## src/rtl/aff_pkg.sv

```systemverilog
// Constants, types and helpers shared by the sample response and freeze block
package aff_pkg;

    // Word and sample widths
    localparam int unsigned WORD_W   = 16;
    localparam int unsigned SAMPLE_W = 14;
    localparam int unsigned HI_W     = 10;
    localparam int unsigned LO_W     = 4;
    localparam int unsigned CNT_W    = 5;
    localparam logic [CNT_W-1:0] FRAME_BITS = 5'h10;
    localparam logic [CNT_W-1:0] CNT_MAX    = 5'h1F;

    // Response word fields
    localparam int unsigned TAG_HI      = 15;
    localparam int unsigned TAG_LO      = 13;
    localparam int unsigned PAR_BIT     = 12;
    localparam int unsigned CS_HI       = 11;
    localparam int unsigned CS_LO       = 10;
    localparam int unsigned EXC_HI      = 9;
    localparam int unsigned EXC_LO      = 8;
    localparam int unsigned PD_ERR_BIT  = 3;
    localparam int unsigned HEAT_BIT    = 2;

    // Request word fields
    localparam int unsigned REQ_SQ1 = 15;
    localparam int unsigned REQ_SQ0 = 14;
    localparam int unsigned REQ_SEN = 13;
    localparam int unsigned REQ_SQ2 = 12;

    // Content status and exception codes
    localparam logic [1:0] CS_SENSOR    = 2'h1;
    localparam logic [1:0] CS_SELFTEST  = 2'h2;
    localparam logic [1:0] CS_EXCEPT    = 2'h3;
    localparam logic [1:0] EXC_SENSOR   = 2'h1;
    localparam logic [1:0] EXC_NONSENSE = 2'h2;

    // Read flag masks: bit index equals logical channel select
    localparam logic [3:0] MASK_X  = 4'h5;
    localparam logic [3:0] MASK_YZ = 4'hA;
    localparam logic [3:0] MASK_HI = 4'hC;

    // Freeze modes
    typedef enum logic [1:0] {
        FRZ_BOTH = 2'h0,
        FRZ_CHAN = 2'h1,
        FRZ_HIGH = 2'h2,
        FRZ_NONE = 2'h3
    } aff_frz_e;

    // Link state, one-hot
    typedef enum logic [1:0] {
        LINK_IDLE  = 2'b01,
        LINK_FRAME = 2'b10
    } aff_link_e;

    // Register map and control fields
    localparam int unsigned ADDR_W = 8;
    localparam logic [ADDR_W-1:0] REG_CTRL   = 8'h00;
    localparam logic [ADDR_W-1:0] REG_STATUS = 8'h04;
    localparam logic [ADDR_W-1:0] REG_RESP   = 8'h08;
    localparam logic [ADDR_W-1:0] REG_REQ    = 8'h0C;
    localparam int unsigned CTRL_W        = 5;
    localparam int unsigned CTRL_SELFTEST = 2;
    localparam int unsigned CTRL_TCOFF    = 3;
    localparam int unsigned CTRL_PDOWN    = 4;
    localparam logic [CTRL_W-1:0] CTRL_RESET = 5'h00;

    // Set the parity bit so the whole word has odd parity
    function automatic logic [WORD_W-1:0] seal(input logic [WORD_W-1:0] w);
        logic [WORD_W-1:0] r;
        r = w;
        r[PAR_BIT] = 1'b0;
        r[PAR_BIT] = ~(^r);
        return r;
    endfunction : seal

    // Payload of one byte register of a sample
    function automatic logic [HI_W-1:0] payload_of(input logic [SAMPLE_W-1:0] s,
                                                   input logic hi);
        return hi ? s[SAMPLE_W-1:LO_W] : {{(HI_W-LO_W){1'b0}}, s[LO_W-1:0]};
    endfunction : payload_of

    // Response returned after reset and after any frame that was not an accepted sensor request
    localparam logic [WORD_W-1:0] RESP_IDLE = 16'h0E00;

endpackage : aff_pkg

```

## src/rtl/aff_core.sv

```systemverilog
// Sensor response builder and output freeze control for a dual-axis sensor
//
// Behaviour
// Response bits 15:13 carry sequence tag.
// Bit 12 makes the whole word odd parity.
// Bits 11:10 tell sensor, self-test or exception.
// Self-test active returns content code 10.
// Payload right justified, zero padded above.
// Exception: bits 9:8 code, 7:5 unused.
// Exception bit 3 on power-down read.
// Exception bit 2 on heater loop fault.
// No-data bit and bits 1:0 stay zero.
// Mode 00 freezes both until all four read.
// Mode 01 freezes channel until other byte.
// Mode 10 freezes both until other high.
// Mode 11 updates outputs continuously.
// 14-bit sample: high ten, low four padded.
// Master reads both bytes for 14 bits.
// Master sets request bit 13 for data.
// Request bits 1:0 select byte register.
// Mode 0 link, 16 bits, MSB first.
// Control bits reset to zero.
// Response tag echoes request tag.
// Samples are two's complement at width.
//
// Chosen here: the register offsets and strobed register access.
`timescale 1ns/1ps
`default_nettype none
module aff_core
    import aff_pkg::*;
(
    // Clock and reset
    input  wire logic                        i_clock,
    input  wire logic                        i_reset_n,
    // Serial link pins
    input  wire logic                        i_sck,
    input  wire logic                        i_ssb_n,
    input  wire logic                        i_mosi,
    output logic                             o_miso,
    output logic                             o_miso_oe_n,
    // Filter outputs and sensor condition
    input  wire logic [aff_pkg::SAMPLE_W-1:0] i_x_sample,
    input  wire logic [aff_pkg::SAMPLE_W-1:0] i_yz_sample,
    input  wire logic                        i_heater_loop_fault,
    // Register port
    input  wire logic [aff_pkg::ADDR_W-1:0]  i_addr,
    input  wire logic [31:0]                 i_wr_data,
    input  wire logic                        i_wr_stb,
    input  wire logic                        i_rd_stb,
    output logic      [31:0]                 o_rd_data
);
    import aff_pkg::*;

    logic [2:0]              pins_s;
    logic                    sck_s, ssb_s, mosi_s;
    logic                    sck_d_q, ssb_d_q;
    logic                    sck_rise, sck_fall, ssb_fall, ssb_rise;
    aff_link_e               link_q;
    logic [WORD_W-1:0]       rx_q, tx_q, resp_q, req_q;
    logic [CNT_W-1:0]        cnt_q;
    logic [CTRL_W-1:0]       ctrl_q;
    aff_frz_e                mode;
    logic                    self_test, powered_down;
    logic                    accept, data_read;
    logic [1:0]              sel;
    logic [3:0]              rd_hit;
    logic [3:0]              flags_q, flags_d;
    logic                    frz_x_q, frz_x_d, frz_yz_q, frz_yz_d;
    logic [SAMPLE_W-1:0]     x_out_q, yz_out_q;
    logic [HI_W-1:0]         payload;
    logic [2:0]              tag;
    logic [WORD_W-1:0]       resp_d;

    // Pin synchronisers
    aff_sync #(.W(3)) u_sync (
        .i_clock   (i_clock),
        .i_reset_n (i_reset_n),
        .i_async   ({i_sck, i_ssb_n, i_mosi}),
        .o_sync    (pins_s)
    );

    assign sck_s  = pins_s[2];
    assign ssb_s  = pins_s[1];
    assign mosi_s = pins_s[0];

    // Edge history of synchronised pins
    always_ff @(posedge i_clock or negedge i_reset_n) begin
        if (!i_reset_n) begin
            sck_d_q <= 1'b0;
            ssb_d_q <= 1'b1;
        end else begin
            sck_d_q <= sck_s;
            ssb_d_q <= ssb_s;
        end
    end

    // Edge strobes
    assign sck_rise = sck_s & ~sck_d_q;
    assign sck_fall = ~sck_s & sck_d_q;
    assign ssb_fall = ~ssb_s & ssb_d_q;
    assign ssb_rise = ssb_s & ~ssb_d_q;

    // Control fields
    assign mode         = aff_frz_e'(ctrl_q[1:0]);
    assign self_test    = ctrl_q[CTRL_SELFTEST] | ctrl_q[CTRL_TCOFF];
    assign powered_down = ctrl_q[CTRL_PDOWN];

    // Link framing state
    always_ff @(posedge i_clock or negedge i_reset_n) begin
        if (!i_reset_n) begin
            link_q <= LINK_IDLE;
        end else begin
            case (link_q)
                LINK_IDLE:  if (ssb_fall) link_q <= LINK_FRAME;
                LINK_FRAME: if (ssb_rise) link_q <= LINK_IDLE;
                default:    link_q <= LINK_IDLE;
            endcase
        end
    end

    // Receive shift and edge count, sampled on rising clock
    always_ff @(posedge i_clock or negedge i_reset_n) begin
        if (!i_reset_n) begin
            rx_q  <= '0;
            cnt_q <= '0;
        end else if (ssb_fall) begin
            cnt_q <= '0;
        end else if (link_q == LINK_FRAME && sck_rise) begin
            rx_q  <= {rx_q[WORD_W-2:0], mosi_s};
            if (cnt_q != CNT_MAX) cnt_q <= cnt_q + 5'h01;
        end
    end

    // Transmit shift, MSB first, changed on falling clock
    always_ff @(posedge i_clock or negedge i_reset_n) begin
        if (!i_reset_n) begin
            tx_q        <= '0;
            o_miso      <= 1'b0;
            o_miso_oe_n <= 1'b1;
        end else if (ssb_fall) begin
            tx_q        <= {resp_q[WORD_W-2:0], 1'b0};
            o_miso      <= resp_q[WORD_W-1];
            o_miso_oe_n <= 1'b0;
        end else if (ssb_rise) begin
            o_miso_oe_n <= 1'b1;
        end else if (link_q == LINK_FRAME && sck_fall) begin
            o_miso      <= tx_q[WORD_W-1];
            tx_q        <= {tx_q[WORD_W-2:0], 1'b0};
        end
    end

    // Request decode at end of a full frame
    assign accept    = ssb_rise && link_q == LINK_FRAME && cnt_q == FRAME_BITS
                       && rx_q[REQ_SEN];
    assign data_read = accept && !powered_down && !i_heater_loop_fault;
    assign sel       = rx_q[1:0];
    assign rd_hit    = 4'(4'h1 << sel);
    assign tag       = {rx_q[REQ_SQ2], rx_q[REQ_SQ1], rx_q[REQ_SQ0]};

    // Payload from the held output registers
    always_comb begin
        payload = payload_of(sel[0] ? yz_out_q : x_out_q, sel[1]);
    end

    // Response word assembly
    always_comb begin
        resp_d = '0;
        resp_d[TAG_HI:TAG_LO] = tag;
        if (powered_down || i_heater_loop_fault) begin
            resp_d[CS_HI:CS_LO]   = CS_EXCEPT;
            resp_d[EXC_HI:EXC_LO] = EXC_SENSOR;
            resp_d[PD_ERR_BIT]    = powered_down;
            resp_d[HEAT_BIT]      = i_heater_loop_fault;
        end else begin
            resp_d[CS_HI:CS_LO] = self_test ? CS_SELFTEST : CS_SENSOR;
            resp_d[HI_W-1:0]    = payload;
        end
        resp_d = seal(resp_d);
    end

    // Response and request capture
    always_ff @(posedge i_clock or negedge i_reset_n) begin
        if (!i_reset_n) begin
            resp_q <= seal(RESP_IDLE);
            req_q  <= '0;
        end else if (ssb_rise && link_q == LINK_FRAME) begin
            req_q  <= rx_q;
            resp_q <= accept ? resp_d : seal(RESP_IDLE);
        end
    end

    // Next freeze state and byte read flags
    always_comb begin
        flags_d  = flags_q;
        frz_x_d  = frz_x_q;
        frz_yz_d = frz_yz_q;
        if (mode == FRZ_NONE) begin
            flags_d  = '0;
            frz_x_d  = 1'b0;
            frz_yz_d = 1'b0;
        end else if (data_read) begin
            case (mode)
                FRZ_BOTH: begin
                    flags_d = flags_q | rd_hit;
                    if (&flags_d) begin
                        flags_d  = '0;
                        frz_x_d  = 1'b0;
                        frz_yz_d = 1'b0;
                    end else begin
                        frz_x_d  = 1'b1;
                        frz_yz_d = 1'b1;
                    end
                end
                FRZ_CHAN: begin
                    flags_d = flags_q | rd_hit;
                    if ((flags_d & MASK_X) == MASK_X) begin
                        flags_d = flags_d & ~MASK_X;
                        frz_x_d = 1'b0;
                    end else if (|(rd_hit & MASK_X)) begin
                        frz_x_d = 1'b1;
                    end
                    if ((flags_d & MASK_YZ) == MASK_YZ) begin
                        flags_d  = flags_d & ~MASK_YZ;
                        frz_yz_d = 1'b0;
                    end else if (|(rd_hit & MASK_YZ)) begin
                        frz_yz_d = 1'b1;
                    end
                end
                FRZ_HIGH: begin
                    flags_d = flags_q | (rd_hit & MASK_HI);
                    if ((flags_d & MASK_HI) == MASK_HI) begin
                        flags_d  = '0;
                        frz_x_d  = 1'b0;
                        frz_yz_d = 1'b0;
                    end else if (|(rd_hit & MASK_HI)) begin
                        frz_x_d  = 1'b1;
                        frz_yz_d = 1'b1;
                    end
                end
                default: begin
                    flags_d = flags_q;
                end
            endcase
        end
    end

    // Freeze state
    always_ff @(posedge i_clock or negedge i_reset_n) begin
        if (!i_reset_n) begin
            flags_q  <= '0;
            frz_x_q  <= 1'b0;
            frz_yz_q <= 1'b0;
        end else begin
            flags_q  <= flags_d;
            frz_x_q  <= frz_x_d;
            frz_yz_q <= frz_yz_d;
        end
    end

    // Channel output registers, held while frozen
    always_ff @(posedge i_clock or negedge i_reset_n) begin
        if (!i_reset_n) begin
            x_out_q  <= '0;
            yz_out_q <= '0;
        end else begin
            if (!frz_x_d) x_out_q <= i_x_sample;
            if (!frz_yz_d) yz_out_q <= i_yz_sample;
        end
    end

    // Control register writes
    always_ff @(posedge i_clock or negedge i_reset_n) begin
        if (!i_reset_n) begin
            ctrl_q <= CTRL_RESET;
        end else if (i_wr_stb && i_addr == REG_CTRL) begin
            ctrl_q <= i_wr_data[CTRL_W-1:0];
        end
    end

    // Register reads, data one cycle after the strobe
    always_ff @(posedge i_clock or negedge i_reset_n) begin
        if (!i_reset_n) begin
            o_rd_data <= '0;
        end else if (i_rd_stb) begin
            case (i_addr)
                REG_CTRL:   o_rd_data <= {27'h0, ctrl_q};
                REG_STATUS: o_rd_data <= {26'h0, frz_yz_q, frz_x_q, flags_q};
                REG_RESP:   o_rd_data <= {16'h0, resp_q};
                REG_REQ:    o_rd_data <= {16'h0, req_q};
                default:    o_rd_data <= '0;
            endcase
        end else begin
            o_rd_data <= '0;
        end
    end
endmodule : aff_core
`default_nettype wire

```

## src/rtl/aff_sync.sv

```systemverilog
// Two flip-flop synchroniser for link pins
`timescale 1ns/1ps
`default_nettype none
module aff_sync #(
    parameter int unsigned W = 3
) (
    // Clock and reset
    input  wire logic         i_clock,
    input  wire logic         i_reset_n,
    // Asynchronous inputs and their synchronised copies
    input  wire logic [W-1:0] i_async,
    output logic      [W-1:0] o_sync
);

    logic [W-1:0] meta_q;

    // First stage feeds only the second
    always_ff @(posedge i_clock or negedge i_reset_n) begin
        if (!i_reset_n) begin
            meta_q <= '0;
            o_sync <= '0;
        end else begin
            meta_q <= i_async;
            o_sync <= meta_q;
        end
    end

endmodule : aff_sync
`default_nettype wire

```

## config.mk

```make
export PLATFORM = sky130hd
export DESIGN_NAME = aff_core
export DESIGN_NICKNAME = d
export VERILOG_FILES = /design/src/rtl/aff_pkg.sv /design/src/rtl/aff_core.sv /design/src/rtl/aff_sync.sv
export SDC_FILE = /design/constraint.sdc
export NUM_CORES = 1
export LEC_CHECK = 0
export BUFFER_PORTS_ARGS = -buffer_cell sky130_fd_sc_hd__buf_2
export CORE_MARGIN = 4
export CORE_UTILIZATION = 51
export DETAILED_ROUTE_END_ITERATION = 7
export GPL_ROUTABILITY_DRIVEN = 0
export PLACE_DENSITY = 0.82
export SYNTH_ARGS = -nofsm -noshare
export SYNTH_HDL_FRONTEND = slang
export SYNTH_SLANG_ARGS = --single-unit
```

## constraint.sdc

```tcl
create_clock -name i_clock -period 2.5 [get_ports i_clock]
set_clock_uncertainty 0.2 [all_clocks]
set_input_delay 0.5 -clock i_clock [delete_from_list [all_inputs] [get_ports i_clock]]
set_output_delay 0.5 -clock i_clock [all_outputs]
set_load 0.005 [all_outputs]
```

# Word level (Yosys, flattened, before mapping)
# Cells that the tools add are included.
[word_totals]
out_inout_bits = 34
wordCells = 128
inputBits = 76
register_bits = 152
[classes]
n_eq_ne = 16
n_mux = 49
reduce_logical = 29
bitwise = 13
add_sub_neg = 1
n_shift = 1
[ops]
columns = ["op", "count"]
rows = [
  ["$mux 16", 4],
  ["$pmux 16 s4", 1],
  ["$mux 4", 10],
  ["$mux 32", 1],
  ["$mux 1", 18],
  ["$eq 8x4->1 const B", 2],
  ["$reduce_xor 16->1", 1],
  ["$mux 5", 3],
  ["$mux 14", 1],
  ["$eq 2x2->1 const B", 6],
  ["$pmux 4 s3", 1],
  ["$mux 10", 1],
  ["$mux 2", 5],
  ["$reduce_and 2->1", 5],
  ["$reduce_bool 2->1", 5],
  ["$eq 8x3->1 const B", 1],
  ["$logic_and 1x1->1", 8],
  ["$logic_not 8->1", 1],
  ["$or 4x4->4", 2],
  ["$ne 2x2->1 const B", 3],
  ["$not 1->1", 6],
  ["$pmux 1 s3", 2],
  ["$reduce_or 2->1", 3],
  ["$add 5x1->5 const B", 1],
  ["other kinds (13)", 18],
]

# Longest topological paths before layout
# Gate-level depths: netlist of run 1.
[depth]
depth_word = 14
mapped_depth = 9
ltp_nobuf = 9

# Hierarchy
# Synthesis of run 1 repeated with hierarchy kept, for this count alone.
[hier_totals]
hier_cells = 541
area_unflattened_um2 = 6247.2
[modules_own_cells]
columns = ["module", "cells_per_inst", "seq_area_each_um2", "instances", "area_each_um2"]
rows = [
  ["aff_core", 535, 3235.6, 1, 6097.1],
  ["aff_sync", 6, 150.1, 1, 150.1],
]

# Worst setup path after synthesis of run 1
# OpenSTA, ideal clock, no wires.
[synth_path]
path_type = "register -> register"
start = "register ssb_d_q"
end = "register yz_out_q[10]"
synth_period_minus_slack_ns = 2.688
setup_time_ns = 0.125
stages_incl_launch_ff = 10
setup_slack_ns = -0.188
required_ns = 2.175
t_arrival_ns = 2.362
n_path_buf = 1
path_cell_list = "dfstp_2 -> inv_1 -> ha_1 -> nand4b_1 -> or4_4 -> nor3_4 -> nor2_1 -> a211o_4 -> buf_6 -> mux2_4"
[synth_between]
elab_chain_len = 9
[synth_lines]
columns = ["element", "line", "rtl"]
rows = [
  ["start, declared", "aff_core.sv:56", "logic sck_d_q, ssb_d_q;"],
  ["start signal, assigned", "aff_core.sv:93", "ssb_d_q <= ssb_s;"],
  ["$not 1->1", "aff_core.sv:101", "assign ssb_rise = ssb_s & ~ssb_d_q;"],
  ["$and 1x1->1", "aff_core.sv:101", ""],
  ["$logic_and 1x1->1 (2 in series)", "aff_core.sv:153", "assign accept = ssb_rise && link_q == LINK_FRAME && cnt_q == FRAME_BITS"],
  ["$logic_and 1x1->1", "aff_core.sv:154", "&& rx_q[REQ_SEN];"],
  ["$logic_and 1x1->1 (2 in series)", "aff_core.sv:155", "assign data_read = accept && !powered_down && !i_heater_loop_fault;"],
  ["$mux 1", "aff_core.sv:201", "end else if (data_read) begin"],
  ["$mux 1", "aff_core.sv:197", "if (mode == FRZ_NONE) begin"],
  ["end signal, assigned", "aff_core.sv:267", "if (!frz_yz_d) yz_out_q <= i_yz_sample;"],
  ["end, declared", "aff_core.sv:69", "logic [SAMPLE_W-1:0] x_out_q, yz_out_q;"],
]
# Every way passes these cells.
# A chain may end at the register's enable or synchronous reset.

# Worst setup path in the final report of run 1
[layout_path]
start = "register ssb_d_q"
end = "register flags_q[1]"
[layout_between]
elab_chain_len = 9
[layout_lines]
columns = ["element", "line", "rtl"]
rows = [
  ["$not 1->1", "aff_core.sv:101", ""],
  ["$and 1x1->1", "aff_core.sv:101", ""],
  ["$logic_and 1x1->1 (2 in series)", "aff_core.sv:153", ""],
  ["$logic_and 1x1->1", "aff_core.sv:154", ""],
  ["$logic_and 1x1->1 (2 in series)", "aff_core.sv:155", ""],
  ["$reduce_bool 2->1 (no source line)", "-", ""],
  ["$reduce_and 2->1 (no source line)", "-", ""],
  ["end signal, assigned", "aff_core.sv:254", "flags_q <= flags_d;"],
  ["end, declared", "aff_core.sv:67", "logic [3:0] flags_q, flags_d;"],
]
# Every way passes these cells.

==> summary.txt, run 1 <==
DRT
---------------------------------------------------------------------------------
DRC violation total after the first TritonRoute iteration                     298
Via density per instance                                                     5.55
Number of DRC violations after detailed routing                                 0
Final antenna-violating net count                                               0
Via count                                                                    4535
Average routed wire per standard cell                                     17.9 µm
Number of optimization iterations in the first detailed-route pass              5
Total wire length                                                        14600 µm

GRT
---------------------------------------------------------------------------------
Global-route wire length before repair                                   24000 µm
Gr ovfl total                                                                   0
Number of antenna violations at the first check in global routing               1
Vias in the first global route                                               4777
All-layer global routing usage                                              0.217
Largest net degree at the start of global routing                              73

POWER
---------------------------------------------------------------------------------
Combinational fraction of design power                                      0.102
Sw power                                                                  1.31 mW
Tot Pwr                                                                   5.72 mW
Clock Power Share                                                           0.463
Max IR drop VDD                                                            582 µV
Internal power summed over all cells                                      4.41 mW
Leakage component of the power                                            3.80 nW
Power per unit of standard cell area                                   731 nW/µm²
Switching share of power                                                    0.229
Fraction of power consumed by sequential logic                              0.435

MIN PATH
---------------------------------------------------------------------------------
Path category of the worst min-delay check                              in -> reg

TIMING
---------------------------------------------------------------------------------
Achievable clock frequency                                                374 MHz
Fin worst setup slack                                                   -0.174 ns
Setup_tns                                                                -2.85 ns
Hold_ws                                                                  0.100 ns
Count of final hold-check violations                                            0
Post-layout min period                                                    2.67 ns
Tightest slew margin relative to the limit                                  0.561
Share of the cycle needed by the critical path after routing                 1.07
Worst-Margin Slew                                                        0.659 ns
Total setup violations reported at the end of the flow                         30
Max Transition Viols Final                                                      0
Setup repair after global routing missed its margin                          true

FINISH
---------------------------------------------------------------------------------
Relative area change from synthesis to final layout                         25.1%
Post-route design area                                                   7820 µm²
Non-filler instance count after layout                                        817
Total Nets Final                                                              742
Fraction of final layout cells sized beyond drive strength 1                0.341

LOGIC SYNTHESIS
---------------------------------------------------------------------------------
Fraction of registers with async set or reset after synthesis                1.00
Commonest register cell after synthesis                              sky130_fd_sc_hd__dfrtp_1
Synth Cell Area                                                          6250 µm²
Number of enable-type register cells in the synthesized netlist                 0
Top cells by count, synth                                            129 x sky130_fd_sc_hd__dfrtp_1, 91 x sky130_fd_sc_hd__nand2_1, 40 x sky130_fd_sc_hd__nor2_1
Yosys top cell by area                                               sky130_fd_sc_hd__dfrtp_1
Leading cell type by number of instances after synthesis             sky130_fd_sc_hd__dfrtp_1
Mapped Cells                                                                  542
Count of unique library cells instantiated by Yosys                            56
Syn Area/Cell                                                            11.5 µm²
Warning count from the yosys run                                                0
Area contributors post-synth                                         sky130_fd_sc_hd__dfrtp_1 52%, sky130_fd_sc_hd__nand2_1 5.5%, sky130_fd_sc_hd__mux2_2 5.4%, sky130_fd_sc_hd__mux2_4 4.3%, sky130_fd_sc_hd__mux2i_1 3.8%
Area fraction of the dominant cell type after synthesis                     0.517
Fraction of the yosys area taken by sequential cells                        0.542
Synthesized flop and latch total                                              135

FLOORPLANNING
---------------------------------------------------------------------------------
Top-level port count                                                          110
Placeable core region                                                   12000 µm²
Starting density of the core                                                0.520
Die Span Y                                                                 119 µm
Number of rows created at floorplan                                            40
Die footprint                                                           14100 µm²
Horizontal extent of the die                                               119 µm

WORST SETUP PATH
---------------------------------------------------------------------------------
Data required time at the worst endpoint                                  2.61 ns
Arrival time worst endpoint                                               2.79 ns
Kind of capture point of the worst setup path                            register
Maximum fanout along the worst path                                             4
Nature of the critical path startpoint                                   register
Critical path start-end classification                                 reg -> reg

PLACED DESIGN
---------------------------------------------------------------------------------
Count of buffers inserted at the top-level ports                               66
Dpl hpwl                                                                  9730 µm
Placement-stage cell area                                                6860 µm²
Cell total after placement                                                    758

CLOCKING
---------------------------------------------------------------------------------
Clock tree from TritonCTS                                                   built
Latest clock arrival within the worst-skew pair                           0.41 ns
Clock buffer count from CTS                                                    17
Clk sink count                                                                135
Root buffer selected by CTS                                          sky130_fd_sc_hd__clkbuf_16
Max H-tree Level                                                                4
Number of buffers between clock root and the deepest sink                       2
Clock transition at the registers of the reported paths                   0.05 ns

OUTCOME
---------------------------------------------------------------------------------
Violated checks                                                      negative setup slack
Outcome                                                              complete, but fails checks

RUN
---------------------------------------------------------------------------------
MaxCap Viol Count                                                               0

==> registers in the layout, summed over array words and instances, names as in the netlist <==
| name | flops |
|---|---|
| o_rd_data | 16 |
| req_q | 16 |
| resp_q | 16 |
| rx_q | 16 |
| tx_q | 15 |
| x_out_q | 14 |
| yz_out_q | 14 |
| cnt_q | 5 |
| ctrl_q | 5 |
| flags_q | 4 |
| u_sync.meta_q | 3 |
| u_sync.o_sync | 3 |
| link_q | 2 |
| frz_x_q | 1 |
| frz_yz_q | 1 |
| o_miso | 1 |
| o_miso_oe_n | 1 |
| sck_d_q | 1 |
| ssb_d_q | 1 |
==> stage by stage <==
stage,utilization,setup WS (ns)
4_1_cts,0.647,-0.111
3_5_place_dp,0.571,-0.121
3_3_place_gp,0.571,-0.0644
2_1_floorplan,-,-0.0894
6_report,0.651,-0.174
5_1_grt,0.651,-0.282
==> area by class of cell <==
type	count	area [µm²]
multi-input cells	370	2750
clock buffers	24	492
repair buffers	118	805
well taps	147	184
fillers	856	4190
diodes	1	2.50
inverters	14	52.6
flip-flops and latches	135	3390
clock inverters	8	143
==> power groups by stage <==
stage          logic [mW]  registers [mW]  clock network [mW]
6_report            0.581            2.49                2.65
5_1_grt             0.642            2.50                2.78
4_1_cts             0.578            2.48                2.67
3_5_place_dp        0.531            2.52                   0
3_3_place_gp        0.502            2.50                   0
2_1_floorplan       0.357            2.46                   0
==> critical path, cell delays in order (launching register included) <==
cell                       delay [ns]
sky130_fd_sc_hd__dfstp_2         0.37
sky130_fd_sc_hd__inv_2           0.07
sky130_fd_sc_hd__ha_4            0.12
sky130_fd_sc_hd__nand4b_1        0.16
sky130_fd_sc_hd__or4_4           0.49
sky130_fd_sc_hd__nor3_4          0.29
sky130_fd_sc_hd__buf_4           0.17
sky130_fd_sc_hd__buf_6           0.10
sky130_fd_sc_hd__o311ai_2        0.13
sky130_fd_sc_hd__nor2_1          0.18
sky130_fd_sc_hd__a21oi_1         0.09
sky130_fd_sc_hd__a211oi_1        0.19
==> placed cells by master, fill, tap and decap left out, types with 10 or more instances in the layout <==
master,instances
sky130_fd_sc_hd__a22oi_1,10
sky130_fd_sc_hd__inv_1,13
sky130_fd_sc_hd__buf_2,65
sky130_fd_sc_hd__buf_4,37
sky130_fd_sc_hd__conb_1,16
sky130_fd_sc_hd__mux2i_1,24
sky130_fd_sc_hd__mux2_4,18
sky130_fd_sc_hd__dfrtp_1,128
sky130_fd_sc_hd__a21oi_1,11
sky130_fd_sc_hd__nand2_1,90
sky130_fd_sc_hd__o21ai_0,32
sky130_fd_sc_hd__nor2_1,38
sky130_fd_sc_hd__mux2_2,30
sky130_fd_sc_hd__clkbuf_16,17
==> kinds of logic after synthesis <==
logic type,Yosys count,share of synthesized area
DFF,135,0.542
and+or+nand+nor,162,0.113
buffers and inverters,54,0.0447
adders and majority gates,10,0.0200
other,1,0.000600
AOI/OAI and AO/OA,82,0.0857
muxes,81,0.168
xor gates and xnor gates,17,0.0260
==> routing by layer <==
layer / global-route usage / up-vias / part of all wire
met1: 0.268 / 2254 / 0.41
met4: 0.0847 / 0 / 0.025
li1: - / 2081 / -
met5: 0 / - / 0
met3: 0.0526 / 28 / 0.059
met2: 0.367 / 172 / 0.51
==> path summary, 6_finish.rpt <==
check / from / endpoint / slack [ns] / cells after the start
min in group asynchronous: i_reset_n / o_rd_data[11] / 0.31 / 2
max in group asynchronous: i_reset_n / rx_q[1] / 1.12 / 3
worst min register to register: u_sync.meta_q[1] / u_sync.o_sync[1] / 0.15 / 0
worst min-delay path: i_wr_data[1] / ctrl_q[1] / 0.10 / 3
worst max-delay path: ssb_d_q / flags_q[1] / -0.17 / 11
worst max register to register: ssb_d_q / flags_q[1] / -0.17 / 11
==> repair_timing <==
action	CTS	global route
pin swaps	12	8
setup buffers	20	2
gates resized for setup	18	9
hold endpoints to repair	19	0
gates cloned	2	0
hold buffers	4	0
endpoints found under the setup margin	31	34
No activity file was read; power rests on OpenSTA's default activity.
==> run 2, diff against run 1 <==
--- a/config.mk
+++ b/config.mk
@@ -5,9 +5,12 @@
 export SDC_FILE = /design/constraint.sdc
 export NUM_CORES = 1
 export LEC_CHECK = 0
+export ABC_AREA = 1
 export BUFFER_PORTS_ARGS = -buffer_cell sky130_fd_sc_hd__buf_2
+export CELL_PAD_IN_SITES_DETAIL_PLACEMENT = 2
+export CELL_PAD_IN_SITES_GLOBAL_PLACEMENT = 2
 export CORE_MARGIN = 4
-export CORE_UTILIZATION = 51
+export CORE_UTILIZATION = 30
 export DETAILED_ROUTE_END_ITERATION = 7
 export GPL_ROUTABILITY_DRIVEN = 0
 export PLACE_DENSITY = 0.82
==> run 2 against run 1 <==
The run now ends clean. Synthesized area up 3.3%. Flip-flop and latch count unchanged. Worst setup slack better by 0.41 ns. Die area up 70%. Clock power down 2%. Via count up 23%. Global-route usage down 4.8 points. Register-to-register slack better by 0.41 ns. First-iteration DRC count down 41%.
==> summary.txt, run 2 <==
OUTCOME
------------------------------------------------------------------------------------------
Outcome                                                                       finished clean

WORST SETUP PATH
------------------------------------------------------------------------------------------
Kind of capture point of the worst setup path                                     register
List of cells traversed by the critical path                                  inv_1 -> ha_1 -> nand2_4 -> buf_4 -> nor3_1 -> inv_1 -> o32ai_1
Depth of the worst register-to-register path                                             7
Most common cell on crit path                                                 sky130_fd_sc_hd__inv_1
Maximum fanout along the worst path                                                     42
Nature of the critical path startpoint                                            register
Delay of the slowest critical-path stage                                           0.37 ns
Startpoint of the worst-slack reg-to-reg timing path                               ssb_d_q
Cell count along the critical path                                                       7
Arrival time worst endpoint                                                        2.37 ns
Critical path start-end classification                                          reg -> reg
Timing startpoint of the critical path                                             ssb_d_q
Data required time at the worst endpoint                                           2.61 ns
Crit path max-delay cell type                                                 sky130_fd_sc_hd__dfstp_2
Count of buffer and inverter cells on the critical path                                  3
Cell family contributing the most delay on the critical path                  buffers and inverters

CLOCKING
------------------------------------------------------------------------------------------
Clock tree from TritonCTS                                                            built
Clock transition at the registers of the reported paths                            0.06 ns
Latest clock arrival within the worst-skew pair                                    0.43 ns
Clock buffer count from CTS                                                             17
Max H-tree Level                                                                         4
Clk sink count                                                                         135
Total of cells resized after clock tree synthesis                                        0
Number of post-CTS setup repair buffers                                                  0
Post-cts hold buffer count                                                               4
Root buffer selected by CTS                                                   sky130_fd_sc_hd__clkbuf_16
Number of buffers between clock root and the deepest sink                                2

LOGIC SYNTHESIS
------------------------------------------------------------------------------------------
Number of enable-type register cells in the synthesized netlist                          0
Warning count from the yosys run                                                         0
Yosys top cell by area                                                        sky130_fd_sc_hd__dfrtp_1
Mapped Cells                                                                           798
Fraction of registers with async set or reset after synthesis                         1.00
Commonest register cell after synthesis                                       sky130_fd_sc_hd__dfrtp_1
Share of the synthesized area in compound gates (AO/OA/AOI/OAI)                      0.112
Area contributors post-synth                                                  sky130_fd_sc_hd__dfrtp_1 50%, sky130_fd_sc_hd__nand2_1 16%, sky130_fd_sc_hd__o21ai_0 4.7%, sky130_fd_sc_hd__nand3_1 4.6%, sky130_fd_sc_hd__inv_1 3.5%
Syn Area/Cell                                                                     8.09 µm²
Combinational family with the most area after synthesis                       simple AND/OR/NAND/NOR gates
Top cells by count, synth                                                     278 x sky130_fd_sc_hd__nand2_1, 129 x sky130_fd_sc_hd__dfrtp_1, 61 x sky130_fd_sc_hd__inv_1
Fraction of the yosys area taken by sequential cells                                 0.524
Synthesized flop and latch total                                                       135
Fraction of the mapped netlist area in simple logic gates                            0.260
Count of unique library cells instantiated by Yosys                                     33
Area fraction of the dominant cell type after synthesis                              0.500
XOR/XNOR Fraction of Synth Area                                                          0
Mux contribution to synthesized area                                                     0
Leading cell type by number of instances after synthesis                      sky130_fd_sc_hd__nand2_1
Share of synthesized cell area in full adder, half adder and majority cells         0.0194
Synth Cell Area                                                                   6460 µm²

GRT
------------------------------------------------------------------------------------------
Vias in the first global route                                                        6205
Gr ovfl total                                                                            0
All-layer global routing usage                                                       0.168
Global-route wire length before repair                                            32100 µm
Number of antenna violations at the first check in global routing                        0
Largest net degree at the start of global routing                                       55

FLOORPLANNING
------------------------------------------------------------------------------------------
Number of rows created at floorplan                                                     53
Top-level port count                                                                   110
Starting density of the core                                                         0.306
Die Span Y                                                                          155 µm
Placeable core region                                                            21100 µm²
Die footprint                                                                    23900 µm²
Horizontal extent of the die                                                        155 µm

POWER
------------------------------------------------------------------------------------------
Max IR drop VDD                                                                     399 µV
Power per unit of standard cell area                                            757 nW/µm²
Tot Pwr                                                                            5.86 mW
Leakage component of the power                                                     3.79 nW

TIMING
------------------------------------------------------------------------------------------
Tightest slew margin relative to the limit                                           0.650
Setup repair after global routing missed its margin                                  false
Count of final hold-check violations                                                     0
Max Transition Viols Final                                                               0
Share of the cycle needed by the critical path after routing                         0.905
Total setup violations reported at the end of the flow                                   0
Setup_tns                                                                             0 ns
Post-layout min period                                                             2.26 ns
Achievable clock frequency                                                         442 MHz
Worst-Margin Slew                                                                 0.525 ns

FINISH
------------------------------------------------------------------------------------------
Fill cell instance count of the final layout                                          2440
Layout Utilization                                                                   0.367
Relative area change from synthesis to final layout                                  19.9%
Leading cell type in the layout, fill and taps excluded                       sky130_fd_sc_hd__nand2_1
Total Nets Final                                                                       958
Fraction of final layout cells sized beyond drive strength 1                         0.159
Commonest non-fill, non-tap cells in the layout                               278 x sky130_fd_sc_hd__nand2_1, 129 x sky130_fd_sc_hd__dfrtp_1, 65 x sky130_fd_sc_hd__buf_2, 61 x sky130_fd_sc_hd__inv_1, 60 x sky130_fd_sc_hd__o21ai_0
Antenna diode count                                                                      0

DRT
------------------------------------------------------------------------------------------
Number of DRC violations after detailed routing                                          0
Final antenna-violating net count                                                        0
Via count                                                                             5569
DRC violation total after the first TritonRoute iteration                              176
Total wire length                                                                 19300 µm
Average routed wire per standard cell                                              16.6 µm
Number of optimization iterations in the first detailed-route pass                       4
Via density per instance                                                              4.80

PLACED DESIGN
------------------------------------------------------------------------------------------
Dpl hpwl                                                                          14100 µm
Count of buffers inserted at the top-level ports                                        66

MIN PATH
------------------------------------------------------------------------------------------
Startpoint of the worst hold path                                             i_yz_sample[13]
Hold path cells                                                                          3
Path category of the worst min-delay check                                       in -> reg

RUN
------------------------------------------------------------------------------------------
MaxCap Viol Count                                                                        0

[run 2: cell types whose count changed after synthesis, moves of 10 or more]
cell | previous run | this run
sky130_fd_sc_hd__a21oi_1 | 13 | 27
sky130_fd_sc_hd__a22oi_1 | 10 | 0
sky130_fd_sc_hd__a31oi_1 | 2 | 14
sky130_fd_sc_hd__inv_1 | 14 | 61
sky130_fd_sc_hd__mux2_2 | 30 | 0
sky130_fd_sc_hd__mux2_4 | 18 | 0
sky130_fd_sc_hd__mux2i_1 | 24 | 0
sky130_fd_sc_hd__nand2_1 | 91 | 278
sky130_fd_sc_hd__nand3_1 | 1 | 59
sky130_fd_sc_hd__nor2_1 | 40 | 50
sky130_fd_sc_hd__o21ai_0 | 33 | 60
sky130_fd_sc_hd__xnor2_1 | 11 | 0
[run 2: layout make-up]
cell class                      instances  area, µm²  area share
Clock buffer                           19        443      0.0572
Clock inverter                         13        169      0.0218
Inverter                               69        263      0.0339
Multi-Input combinational cell        561       2590       0.334
Sequential cell                       135       3390       0.437
Tap cell                              275        344      0.0444
Timing Repair Buffer                   88        549      0.0710
[run 2: power by group]
| part | internal, mW | switching (mW) |
|---|---|---|
| Clock | 1.61 | 1.00 |
| Combinational | 0.253 | 0.478 |
| Sequential | 2.38 | 0.142 |
| Total | 4.24 | 1.62 |
[run 2: per-layer routing]
layer,track usage,wire length [µm]
met2,0.293,9610
met3,0.0361,614
met5,0,0
met4,0.0433,229
met1,0.213,8820
[run 2: logic make-up after synthesis]
logic type | count (synthesis)
AO/OA/AOI/OAI | 128
buffers and inverters | 117
AND/OR/NAND/NOR | 407
adder cells (fa/ha/maj) | 10
flip-flops | 135
other | 1
[run 2: worst min-delay path, cell delays in order]
cell and delay [ns]:
sky130_fd_sc_hd__buf_2 0.07, sky130_fd_sc_hd__nand2_1 0.04, sky130_fd_sc_hd__nand2_1 0.05
[run 2: final timing paths]
kind	slack [ns]	to
min in group asynchronous	0.39	flags_q[3]
worst max-delay path	0.24	resp_q[5]
max in group asynchronous	1.04	resp_q[10]
worst min register to register	0.15	u_sync.o_sync[1]
worst min-delay path	0.07	yz_out_q[13]
worst max register to register	0.24	resp_q[5]
[run 2: per-stage QoR]
stage | instance area [µm²] | hold WS, ns | worst slack, ns | std cells
floorplan | 6510 | 0.00441 | 0.549 | 813
global placement | 7090 | 0.137 | 0.279 | 1124
detailed placement | 7090 | 0.139 | 0.241 | 1124
CTS | 7740 | 0.0555 | 0.199 | 1160
global route | 7740 | 0.0623 | 0.0766 | 1160
finish | 7740 | 0.0668 | 0.238 | 1160
==> run 3, diff against run 2 <==
--- a/config.mk
+++ b/config.mk
@@ -5,15 +5,14 @@
 export SDC_FILE = /design/constraint.sdc
 export NUM_CORES = 1
 export LEC_CHECK = 0
-export ABC_AREA = 1
 export BUFFER_PORTS_ARGS = -buffer_cell sky130_fd_sc_hd__buf_2
 export CELL_PAD_IN_SITES_DETAIL_PLACEMENT = 2
 export CELL_PAD_IN_SITES_GLOBAL_PLACEMENT = 2
 export CORE_MARGIN = 4
-export CORE_UTILIZATION = 30
+export CORE_UTILIZATION = 33
 export DETAILED_ROUTE_END_ITERATION = 7
 export GPL_ROUTABILITY_DRIVEN = 0
-export PLACE_DENSITY = 0.82
+export PLACE_DENSITY = 0.81
 export SYNTH_ARGS = -nofsm -noshare
 export SYNTH_HDL_FRONTEND = slang
 export SYNTH_SLANG_ARGS = --single-unit
==> run 3 against run 2 <==
Final area increased by 1.8%. Total power down 7.1%. Clock power down 11%. Critical path depth grew 1. Combinational power is 14% lower. Maximum frequency down 15%. Wire length increased by 1.8%. Largest power group is now sequential cells. Non-clock buffer count grew 38. The flow now finishes with violations (negative setup slack). Die area is 11% lower. Sequential power barely moved. Global-route usage up 2.2 points. Flip-flop and latch count did not move.
==> summary.txt, run 3 (synthesized netlist as in run 1, its figures left out) <==
OUTCOME
---------------------------------------------------------------------------------
Outcome                                                              complete, but fails checks
Violated checks                                                      negative setup slack

FLOORPLANNING
---------------------------------------------------------------------------------
Starting density of the core                                                0.335
Top-level port count                                                          110
Die Span Y                                                                 146 µm
Number of rows created at floorplan                                            50
Placeable core region                                                   18600 µm²
Horizontal extent of the die                                               146 µm
Die footprint                                                           21200 µm²

GRT
---------------------------------------------------------------------------------
All-layer global routing usage                                              0.191
Gr ovfl total                                                                   0
Largest net degree at the start of global routing                              56
Number of antenna violations at the first check in global routing               0
Global-route wire length before repair                                   31600 µm
Vias in the first global route                                               5462

POWER
---------------------------------------------------------------------------------
Leakage component of the power                                            3.78 nW
Tot Pwr                                                                   5.45 mW
Power per unit of standard cell area                                   691 nW/µm²
Max IR drop VDD                                                            485 µV

WORST SETUP PATH
---------------------------------------------------------------------------------
Data required time at the worst endpoint                                  2.62 ns
Arrival time worst endpoint                                               2.79 ns
List of cells traversed by the critical path                         inv_2 -> ha_4 -> nand4b_1 -> or4_4 -> nor3_4 -> nor2_2 -> a211o_4 -> mux2_4
Delay of the slowest critical-path stage                                  0.49 ns
Critical path start-end classification                                 reg -> reg
Kind of capture point of the worst setup path                            register
Crit path max-delay cell type                                        sky130_fd_sc_hd__or4_4
Nature of the critical path startpoint                                   register
Maximum fanout along the worst path                                             8

CLOCKING
---------------------------------------------------------------------------------
Max H-tree Level                                                                4
Clk sink count                                                                135
Root buffer selected by CTS                                          sky130_fd_sc_hd__clkbuf_16
Clock buffer count from CTS                                                    17
Clock tree from TritonCTS                                                   built
Latest clock arrival within the worst-skew pair                           0.43 ns
Number of buffers between clock root and the deepest sink                       2
Clock transition at the registers of the reported paths                   0.06 ns

TIMING
---------------------------------------------------------------------------------
Share of the cycle needed by the critical path after routing                 1.07
Setup repair after global routing missed its margin                          true
Setup_tns                                                                -4.26 ns
Hold_ws                                                                 0.0913 ns
Post-layout min period                                                    2.67 ns
Achievable clock frequency                                                374 MHz
Count of final hold-check violations                                            0
Worst-Margin Slew                                                        0.772 ns
Tightest slew margin relative to the limit                                  0.486
Total setup violations reported at the end of the flow                         32
Max Transition Viols Final                                                      0
Fin worst setup slack                                                   -0.174 ns

MIN PATH
---------------------------------------------------------------------------------
Path category of the worst min-delay check                              in -> reg

FINISH
---------------------------------------------------------------------------------
Fill cell instance count of the final layout                                 1918
Antenna diode count                                                             0
Leading cell type in the layout, fill and taps excluded              sky130_fd_sc_hd__dfrtp_1
Total Nets Final                                                              750
Fraction of final layout cells sized beyond drive strength 1                0.356
Commonest non-fill, non-tap cells in the layout                      127 x sky130_fd_sc_hd__dfrtp_1, 89 x sky130_fd_sc_hd__nand2_1, 65 x sky130_fd_sc_hd__buf_2, 47 x sky130_fd_sc_hd__buf_4, 37 x sky130_fd_sc_hd__nor2_1
Relative area change from synthesis to final layout                         26.1%
Post-route design area                                                   7880 µm²

DRT
---------------------------------------------------------------------------------
Final antenna-violating net count                                               0
Via density per instance                                                     5.12
Average routed wire per standard cell                                     21.5 µm
Via count                                                                    4664
Number of optimization iterations in the first detailed-route pass              4
Number of DRC violations after detailed routing                                 0
DRC violation total after the first TritonRoute iteration                     187
Total wire length                                                        19600 µm

PLACED DESIGN
---------------------------------------------------------------------------------
Count of buffers inserted at the top-level ports                               66
Dpl ws                                                                  -0.204 ns
Dpl hpwl                                                                 12700 µm
Placement-stage cell area                                                7010 µm²

RUN
---------------------------------------------------------------------------------
MaxCap Viol Count                                                               0

==> run 3: final cells by class <==
class	count	area [µm²]	share of cell area
Clock buffer	24	492	0.0624
Clock inverter	8	47.5	0.00603
Tap cell	234	293	0.0371
Timing Repair Buffer	126	840	0.107
Multi-Input combinational cell	370	2770	0.351
Inverter	14	52.6	0.00667
Sequential cell	135	3390	0.430
==> run 3: what timing repair did <==
item,4_1_cts,5_1_grt
hold buffers,4,0
resized for setup,22,14
hold endpoints to repair,55,0
endpoints found under the setup margin,32,36
pin swaps,5,8
gates cloned,2,0
buffers inserted,16,7
==> run 3: layer usage <==
| metal | up-vias | part of all wire | track usage |
|---|---|---|---|
| met2 | 99 | 0.55 | 0.355 |
| met5 | - | 0 | 0 |
| met4 | 0 | 0.020 | 0.0541 |
| met1 | 2441 | 0.39 | 0.215 |
| met3 | 37 | 0.033 | 0.0489 |
| li1 | 2087 | - | - |
==> run 3: critical path, delay by kind of cell, from the launching register on <==
| kind | cells | cell delay, ns |
|---|---|---|
| compound gates | 1 | 0.40 |
| buf+inv | 1 | 0.07 |
| flops | 1 | 0.38 |
| mux | 1 | 0.32 |
| simple gates | 4 | 1.06 |
| fa+ha+maj | 1 | 0.13 |
==> run 3: worst paths after layout <==
path	depth (start not counted)	end	start	slack, ns
hold reg to reg	0	u_sync.o_sync[0]	u_sync.meta_q[0]	0.15
setup / recovery	8	yz_out_q[13]	ssb_d_q	-0.17
setup reg to reg	8	yz_out_q[13]	ssb_d_q	-0.17
min in group asynchronous	2	tx_q[14]	i_reset_n	0.42
max in group asynchronous	3	rx_q[0]	i_reset_n	0.96
hold / removal	3	ctrl_q[4]	i_wr_data[4]	0.09
==> run 3: power breakdown <==
part	total [mW]	internal (mW)	switching (mW)	leakage, nW
Combinational	0.626	0.279	0.346	1.79
Clock	2.32	1.36	0.955	0.262
Sequential	2.50	2.35	0.152	1.73
==> run 3: per-stage QoR <==
stage / std cells / util
after global routing: 911 / 0.423
after CTS: 908 / 0.420
final: 911 / 0.423
after floorplan: 557 / -
after global placement: 854 / 0.376
after detailed placement: 854 / 0.376
